==> src/rtl/chd_pkg.sv <==
// Purpose: constants and carriers for the host data port and DMA handshake
// Assumes: one core clock, host strobes synchronised inside the block
// Notes: no registers reachable by software
// What this block does
// - sixteen data lines, low line even byte
// - register set byte-wide, data sixteen-bit
// - input ack asserted on selected I/O reads
// - memory mode ignores read strobe, ack
// - I/O mode read strobe gates data out
// - request raised when device ready to move
// - request held until ack, then reraise
// - request undriven unless device selected
// - three low address lines pick register
package chd_pkg;
  localparam int DATA_W = 16;
  localparam int BYTE_W = 8;
  localparam int ADDR_W = 3;
  localparam int SYNC_W = 2;
  localparam logic [BYTE_W-1:0] BYTE_ZERO = 8'h00;

  typedef enum logic [1:0] {
    CHD_MODE_MEMORY,
    CHD_MODE_IO,
    CHD_MODE_IDE
  } chd_mode_t;

  typedef enum logic [1:0] {
    CHD_DMA_IDLE,
    CHD_DMA_REQ,
    CHD_DMA_ACKED
  } chd_dma_state_t;

  // synchronised host strobes
  typedef struct packed {
    logic rd_n;
    logic wr_n;
    logic cs_low_n;
    logic cs_high_n;
    logic dma_ack_n_n;
  } chd_strobes_t;

  // drive set toward the host pins
  typedef struct packed {
    logic [DATA_W-1:0] data;
    logic data_oe;
    logic input_ack_n;
    logic dma_request;
    logic dma_request_oe;
  } chd_pins_t;
endpackage : chd_pkg

==> src/rtl/chd_sync.sv <==
// Purpose: two-stage synchroniser for a group of host strobes
// Assumes: inputs come from pins outside the core clock domain
// Notes: first stage is read only by the second stage
`timescale 1ns/10ps
module chd_sync (
  input wire logic i_core_clk,
  input wire logic i_rst_n,
  input chd_pkg::chd_strobes_t i_async,
  output chd_pkg::chd_strobes_t o_sync
);
  import chd_pkg::*;

  typedef struct packed {
    chd_strobes_t s1;
    chd_strobes_t s2;
  } chd_sync_state_t;

  // inactive strobes are all high
  localparam chd_strobes_t IDLE = '{rd_n: 1'b1, wr_n: 1'b1, cs_low_n: 1'b1,
                                    cs_high_n: 1'b1, dma_ack_n_n: 1'b1};

  chd_sync_state_t st;
  chd_sync_state_t next_st;

  always_comb begin
    next_st.s1 = i_async;
    next_st.s2 = st.s1;
  end

  always_ff @(posedge i_core_clk or negedge i_rst_n) begin
    if (!i_rst_n) begin
      st <= '{s1: IDLE, s2: IDLE};
    end else begin
      st <= next_st;
    end
  end

  assign o_sync = st.s2;
endmodule : chd_sync

==> src/rtl/chd_host_port.sv <==
// Purpose: host data lanes, input acknowledge, I/O read gating, DMA handshake
// Assumes: mode and select come from configuration logic on the core clock
// Notes: pins are split into in, out and enable; strobes synchronised first
`timescale 1ns/10ps
module chd_host_port (
  input wire logic i_core_clk,
  input wire logic i_rst_n,
  input chd_pkg::chd_mode_t i_mode,
  input wire logic i_device_selected,
  input wire logic i_addr_match,
  input wire logic [chd_pkg::ADDR_W-1:0] i_host_addr,
  input wire logic i_reg_access,
  input wire logic [chd_pkg::DATA_W-1:0] i_read_data,
  input wire logic i_dma_ready,
  input wire logic i_io_read_strobe_n,
  input wire logic i_io_write_strobe_n,
  input wire logic i_chip_select_low_n,
  input wire logic i_chip_select_high_n,
  input wire logic i_dma_ack_n,
  input wire logic [chd_pkg::DATA_W-1:0] i_host_data_lines,
  output logic [chd_pkg::DATA_W-1:0] o_host_data_lines,
  output logic o_host_data_lines_oe,
  output logic o_input_ack_n,
  output logic o_dma_request,
  output logic o_dma_request_oe,
  output logic [chd_pkg::DATA_W-1:0] o_write_data,
  output logic o_write_valid,
  output logic o_dma_word_done,
  output logic [chd_pkg::ADDR_W-1:0] o_reg_index
);
  import chd_pkg::*;

  typedef struct packed {
    chd_pins_t pins;
    chd_dma_state_t dma;
    logic wr_n_q;
    logic rd_n_q;
    logic [DATA_W-1:0] wdata;
    logic wvalid;
    logic word_done;
    logic [ADDR_W-1:0] reg_index;
    logic [DATA_W-1:0] hd_s1;
    logic [DATA_W-1:0] hd_s2;
    logic [ADDR_W-1:0] ad_s1;
    logic [ADDR_W-1:0] ad_s2;
  } chd_port_state_t;

  chd_strobes_t raw;
  chd_strobes_t syn;
  chd_port_state_t st;
  chd_port_state_t next_st;
  logic rd_active;
  logic dma_cycle;
  logic io_read;
  logic ide_read;

  assign raw = '{rd_n: i_io_read_strobe_n, wr_n: i_io_write_strobe_n,
                 cs_low_n: i_chip_select_low_n, cs_high_n: i_chip_select_high_n,
                 dma_ack_n_n: i_dma_ack_n};

  chd_sync u_sync (
    .i_core_clk(i_core_clk),
    .i_rst_n(i_rst_n),
    .i_async(raw),
    .o_sync(syn)
  );

  always_comb begin
    rd_active = !syn.rd_n;
    // DMA cycle: ack low with both chip selects negated
    dma_cycle = (i_mode == CHD_MODE_IDE) && !syn.dma_ack_n_n
                && syn.cs_low_n && syn.cs_high_n;
    // memory mode gives the read strobe no function
    io_read = (i_mode == CHD_MODE_IO) && rd_active
              && i_device_selected && i_addr_match;
    ide_read = (i_mode == CHD_MODE_IDE) && rd_active && i_device_selected
               && (dma_cycle || i_addr_match);

    next_st = st;
    next_st.rd_n_q = syn.rd_n;
    next_st.wr_n_q = syn.wr_n;
    next_st.wvalid = 1'b0;
    next_st.word_done = 1'b0;
    // host data and address lines cross two flops, in step with the strobes
    next_st.hd_s1 = i_host_data_lines;
    next_st.hd_s2 = st.hd_s1;
    next_st.ad_s1 = i_host_addr;
    next_st.ad_s2 = st.ad_s1;
    next_st.reg_index = st.ad_s2;

    // register set on the low byte, DMA words full width
    next_st.pins.data_oe = io_read || ide_read;
    if (i_reg_access && !dma_cycle) begin
      next_st.pins.data = {BYTE_ZERO, i_read_data[BYTE_W-1:0]};
    end else begin
      next_st.pins.data = i_read_data;
    end

    // memory mode leaves input ack high
    next_st.pins.input_ack_n = !io_read;

    // write data taken on rising edge of write strobe
    if (syn.wr_n && !st.wr_n_q && i_device_selected
        && (i_mode != CHD_MODE_MEMORY)) begin
      next_st.wvalid = 1'b1;
      if (i_reg_access && !dma_cycle) begin
        next_st.wdata = {BYTE_ZERO, st.hd_s2[BYTE_W-1:0]};
      end else begin
        next_st.wdata = st.hd_s2;
      end
    end

    // multiword handshake: request, acknowledge, strobes, release
    unique case (st.dma)
      CHD_DMA_IDLE: begin
        if (i_mode == CHD_MODE_IDE && i_dma_ready) begin
          next_st.dma = CHD_DMA_REQ;
        end
      end
      CHD_DMA_REQ: begin
        if (dma_cycle) begin
          next_st.dma = CHD_DMA_ACKED;
        end
      end
      CHD_DMA_ACKED: begin
        if ((syn.rd_n && !st.rd_n_q) || (syn.wr_n && !st.wr_n_q)) begin
          next_st.word_done = 1'b1;
        end
        if (syn.dma_ack_n_n) begin
          next_st.dma = i_dma_ready ? CHD_DMA_REQ : CHD_DMA_IDLE;
        end
      end
      default: next_st.dma = CHD_DMA_IDLE;
    endcase
    next_st.pins.dma_request = (next_st.dma == CHD_DMA_REQ);
    next_st.pins.dma_request_oe = i_device_selected
                                  && (i_mode == CHD_MODE_IDE);
  end

  always_ff @(posedge i_core_clk or negedge i_rst_n) begin
    if (!i_rst_n) begin
      st <= '0;
      st.pins.input_ack_n <= 1'b1;
      st.rd_n_q <= 1'b1;
      st.wr_n_q <= 1'b1;
      st.dma <= CHD_DMA_IDLE;
    end else begin
      st <= next_st;
    end
  end

  // pins and pulses come straight from the state flops
  assign o_host_data_lines = st.pins.data;
  assign o_host_data_lines_oe = st.pins.data_oe;
  assign o_input_ack_n = st.pins.input_ack_n;
  assign o_dma_request = st.pins.dma_request;
  assign o_dma_request_oe = st.pins.dma_request_oe;
  assign o_write_data = st.wdata;
  assign o_write_valid = st.wvalid;
  assign o_dma_word_done = st.word_done;
  assign o_reg_index = st.reg_index;
endmodule : chd_host_port

==> config.mk <==
export PLATFORM = sky130hd
export DESIGN_NAME = chd_host_port
export DESIGN_NICKNAME = d
export VERILOG_FILES = /design/src/rtl/chd_pkg.sv /design/src/rtl/chd_sync.sv /design/src/rtl/chd_host_port.sv
export SDC_FILE = /design/constraint.sdc
export NUM_CORES = 1
export LEC_CHECK = 0
export ABC_AREA = 0
export BUFFER_PORTS_ARGS = -buffer_cell sky130_fd_sc_hd__buf_2
export CAP_MARGIN = 5
export CORE_MARGIN = 1
export CORE_UTILIZATION = 46
export CTS_CLUSTER_SIZE = 30
export DETAILED_ROUTE_END_ITERATION = 10
export GPL_TIMING_DRIVEN = 0
export PLACE_DENSITY = 0.77
export SLEW_MARGIN = 20
export SYNTH_ARGS = -nofsm -noshare
export SYNTH_HDL_FRONTEND = slang
export SYNTH_SLANG_ARGS = --single-unit
==> constraint.sdc <==
create_clock -name i_core_clk -period 1.3 [get_ports i_core_clk]
set_input_delay 0 -clock i_core_clk [delete_from_list [all_inputs] [get_ports i_core_clk]]
set_output_delay 0 -clock i_core_clk [all_outputs]
set_load 0.005 [all_outputs]
== After elaboration in Yosys (flattened, before gate mapping) ==
Index checks and enable logic that the tools add are counted.
Word-level totals
  bits in registers: 93
  bits of input ports: 48
  output and inout port bits: 41
Cells by class
  eq/ne operators: 5
  multiplexer cells: 10
  reductions and logical operators: 27
Operators by type and width (number)
  2-to-1 mux 16 bit: 2
  logical AND 1 bit: 16
  == test 2 x 1 -> 1 bit, second input constant: 3
  logical NOT 1 bit: 6
  2-to-1 mux 2 bit: 3
  case mux 2 bit (3 select lines): 1
  == test 2 bit, second input constant: 2
  2-to-1 mux 1 bit: 4
  logical OR 1 bit: 3
  logical NOT 2 bit: 1
  nonzero test 2 bit: 1

== Depth between registers and ports, before layout ==
  depth after elaboration: 7
  mapped depth: 5

== Cells and area by module ==
A second synthesis with hierarchy kept.
Unflattened totals
  cells, all modules: 190
  area, all modules: 3105.5 um^2
Modules (own cells, without submodules)
  chd_host_port: times used 1, cells an instance 180, area each 2842.7 um^2, seq. area each 2080.7 um^2
  chd_sync: times used 1, cells an instance 10, area each 262.8 um^2, seq. area each 262.8 um^2

== Worst setup path after synthesis ==
Ideal clock, no wire load.
  path kind: register -> register
  start: register u_sync.st, in the netlist u_sync.o_sync[3]
  end: register st, in the netlist o_write_data[0]
  library setup time: 0.125 ns
  data arrival time: 1.294 ns
  required time: 1.175 ns
  slack: -0.119 ns
  stages on the path, launching flop included: 6
  period minus slack after synthesis: 1.419 ns
  cells stage by stage: dfstp_2 > and3b_1 > buf_4 > nand2_8 > inv_6 > mux2_4
Between the ends
  word-level cells in the longest chain between the ends: 3
Ends and longest elaborated chain
  start: declaration: RTL line chd_sync.sv:22  | chd_sync_state_t st;
  start signal: assignment: RTL line chd_sync.sv:32  | st <= '{s1: IDLE, s2: IDLE};
  start signal: assignment: RTL line chd_sync.sv:34  | st <= next_st;
  logical AND 1 bit (2 in series): RTL line chd_host_port.sv:103  | if (syn.wr_n && !st.wr_n_q && i_device_selected
  logical AND 1 bit: RTL line chd_host_port.sv:104  | && (i_mode != CHD_MODE_MEMORY)) begin
  end signal: assignment: RTL line chd_host_port.sv:148  | st <= next_st;
  end: declaration: RTL line chd_host_port.sv:50  | chd_port_state_t st;
Every way passes these cells.
A chain may end at the register's enable or synchronous reset.

== Final worst setup path ==
  start: register u_sync.st, in the netlist u_sync.o_sync[3]
  end: register st, in the netlist o_write_data[3]
The elaborated chain is that of the path after synthesis.

==> results.cfg <==
[global_route]
grt_max_degree = 59
grt_pass1_wl_um = 8570
grt_use_total_pct = 16.2
grt_pass1_vias = 1846
antenna_found_initial = 0
overflow = 0

[clocking]
clkTransAtPathRegs_ns = 0.09
clock_sinks = 93
clkLatencyLatePin_ns = 0.34
cts_tree = done
clockBufferDepth = 2
h-tree-depth = 3
cts_buffers = 9
cts-root-buf = clkbuf_8

[floorplanning]
dieArea_mm2 = 0.00708
die_w_um = 84.1
ioPinCount = 89
die_h_um = 84.1
initial_utilization_pct = 48.3
core_area_mm2 = 0.00642
rows = 29

[cells_and_area]
final_cells = 424
fill_cells = 440
drive_above_1_share_pct = 51.3
nets = 390
area_growth_pct = 42.4
insertedDiodeCount = 0

[critical_path]
r2r-end = o_write_data[3]$_DFFE_PN0P_
r2r-start = u_sync.o_sync[3]$_DFF_PN1_
cp-start-kind = flip-flop
cp_slowest_stage_delay_ns = 0.54
crit_chain = and3b_1 > buf_6 > nand2_8 > inv_12 > mux2_4
worstPathMaxFanout = 5
required_ns = 1.52
crit_slowest_cell = dfstp_2
setup.worst_path.end_class = flip-flop
rr_worst_depth = 5
crit_type = reg2reg
cp.arrival_ns = 1.64
r2r_slack_ns = -0.12

[yosys]
async_flop_share_pct = 100
seq_area_frac_synth_pct = 75.5
yosys-top-cells-count = dfrtp_1, buf_4, dfstp_2
syn_inst = 189
yosys.area.top_type = dfrtp_1
synth-adder-area-share_pct = 0
synth_ff_type = dfrtp_1
synth_top_family_by_area = buffers and inverters
yosysWarnings = 0
syn_area_per_cell_um2 = 16.4
synthXorXnorAreaFrac_pct = 0
synth_seq_cells = 93
synth.distinct_cells = 26
yosys.area_share.simple_pct = 6.49
synthTopCellsByArea = dfrtp_1, dfstp_2, buf_4
yosysMostFrequentCell = dfrtp_1
synth.cell_area_mm2 = 0.00310
synth_top_area_share_pct = 64.5
synth.area.mux_share_pct = 4.23
synth-edff-count = 0
synth_fp_nets = 237
synth_compound_gate_area_share_pct = 3.99

[power]
clkPwrFrac_pct = 29.8
pwr-share-comb_pct = 14.6
max-vdd-ir-drop_v = 0.000844
p_per_area_mw_per_mm2 = 1320
pwr-share-seq_pct = 55.5
leakage_nw = 2.16
power_switching_share_pct = 22.8
power.switching_mw = 1.33
intPower_mw = 4.51

[routing]
drt_iter0_markers = 35
viasPerCell = 4.38
ant_nets = 0
drcViolationCount = 14
drt_pass1_iterations = 7
vias = 1856
drt-wirelength-per-cell_um = 12.5
routed_wl_um = 5290

[hold_path]
min_path_type = in2async

[place]
dp_cells = 355
place_congestion = 0.695
post-dp-hpwl_um = 3200
port_buffers = 88

[sta]
drv_slew = 0
setup_slack_ns = -0.120
min_period_ns = 1.42
max_freq_ghz = 0.704
finalHoldViolations = 0
hold_slack_ns = 0.154
grt_setup_unrepaired = true
finalCritPeriodShare_pct = 109
setup_viol_count_final = 16
tightestPinTransition_ns = 0.460
relSlewSlack_pct = 69.3
finClkSkew_ns = 0.00759

[run_status]
failed_checks = DRC, setup timing
status = finished, violations left

[job]
cap_violations = 0
## cell usage in the layout, fill, tap and decap left out, types with 2 or more instances in the layout
| master | synthesis | layout |
|---|---|---|
| buf_2 | 1 | 87 |
| dfrtp_1 | 80 | 80 |
| dlygate4sd3_1 | 0 | 46 |
| buf_4 | 36 | 42 |
| dfstp_2 | 13 | 13 |
| clkbuf_8 | 0 | 11 |
| nor2b_1 | 11 | 10 |
| nand3_1 | 9 | 9 |
| mux2_4 | 8 | 8 |
| o2bb2ai_1 | 8 | 6 |
| nand2b_1 | 3 | 3 |
| buf_6 | 1 | 3 |
| inv_1 | 2 | 2 |
| a32o_1 | 2 | 2 |
| o21ai_0 | 2 | 2 |
| o2bb2ai_2 | 0 | 2 |
| clkinvlp_4 | 0 | 2 |
| clkinv_4 | 0 | 2 |
## cells by family (layout without fill, tap and decap cells)
| group | count (synthesis) | after routing |
|---|---|---|
| AO/OA/AOI/OAI | 15 | 15 |
| buffers and inverters | 41 | 199 |
| AND/OR/NAND/NOR | 31 | 31 |
| multiplexers | 9 | 9 |
| flip-flops | 93 | 93 |
## through the flow
step	area, um^2	TNS (ns)	utilization, %	total power [mW]	worst slack [ns]
3_5_place_dp	3680	-3.80	57.2	4.02	-0.270
3_3_place_gp	3650	-42.73	56.8	3.99	-0.486
6_report	4420	-1.23	68.8	5.84	-0.120
5_1_grt	4420	-2.06	68.8	6.15	-0.172
4_1_cts	4390	-0.728	68.4	5.91	-0.0972
2_1_floorplan	3110	-0.751	-	3.69	-0.0939
## power groups by stage
| stage | Combinational [mW] | Sequential, mW | Clock [mW] |
|---|---|---|---|
| floorplan | 0.421 | 3.27 | 0 |
| global placement | 0.700 | 3.29 | 0 |
| detailed placement | 0.726 | 3.30 | 0 |
| CTS | 0.855 | 3.24 | 1.81 |
| global route | 0.930 | 3.28 | 1.94 |
| finish | 0.854 | 3.25 | 1.74 |
## final cells by class
class / count / area [um^2] / share of cell area, %
clock buffers: 12 / 155 / 3.51
flip-flops and latches: 93 / 2340 / 53.0
plain buffers: 38 / 293 / 6.63
clock inverters: 4 / 32.5 / 0.736
repair inverters: 1 / 8.76 / 0.198
multi-input cells: 55 / 485 / 11.0
well taps: 77 / 96.3 / 2.18
inverters: 3 / 23.8 / 0.538
repair buffers: 141 / 980 / 22.2
## per-layer routing
layer,wire (um),up-vias,track usage (%)
met1,2250,890,20.3
met3,257,10,3.44
met4,93,0,7.99
li1,-,895,-
met5,0,-,0
met2,2690,61,27.0
## state kept, by name, summed over array words and instances, names as in the netlist
register              cells
next_st                  22
o_host_data_lines        16
st                       20
o_write_valid             1
o_dma_request             1
o_dma_word_done           1
o_reg_index               3
o_input_ack_n             1
o_host_data_lines_oe      1
u_sync.o_sync             5
o_dma_request_oe          1
o_write_data             16
u_sync.next_st            5
## worst max-delay path by stage
| stage | from | end | slack (ns) | cells after the start |
|---|---|---|---|---|
| floorplan | u_sync.o_sync[3]$_DFF_PN1_ | o_write_data[0]$_DFFE_PN0P_ | -0.09 | 5 |
| global placement | i_rst_n | o_host_data_lines[0]$_DFF_PN0_ | -0.49 | 1 |
| global route | u_sync.o_sync[3]$_DFF_PN1_ | o_write_data[13]$_DFFE_PN0P_ | -0.17 | 6 |
| detailed placement | u_sync.o_sync[0]$_DFF_PN1_ | o_write_data[12]$_DFFE_PN0P_ | -0.27 | 4 |
| CTS | u_sync.o_sync[3]$_DFF_PN1_ | o_write_data[3]$_DFFE_PN0P_ | -0.1 | 5 |
| finish | u_sync.o_sync[3]$_DFF_PN1_ | o_write_data[3]$_DFFE_PN0P_ | -0.12 | 5 |
## critical path, delay by kind of cell, from the launching register on
kind / cells / cell delay, ns
and+or+nand+nor: 2 / 0.26
DFF: 1 / 0.54
buffers and inverters: 2 / 0.21
muxes: 1 / 0.29
## timing repair
| action | 4_1_cts | 5_1_grt |
|---|---|---|
| gates resized for setup | 5 | 3 |
| hold buffers | 46 | 0 |
| endpoints found under the setup margin | 18 | 16 |
| setup buffers | 5 | 1 |
| cloned | 1 | 0 |
| endpoints found under the hold margin | 80 | 0 |
| pin swaps | 2 | 7 |
No activity file was read; power rests on OpenSTA's default activity.
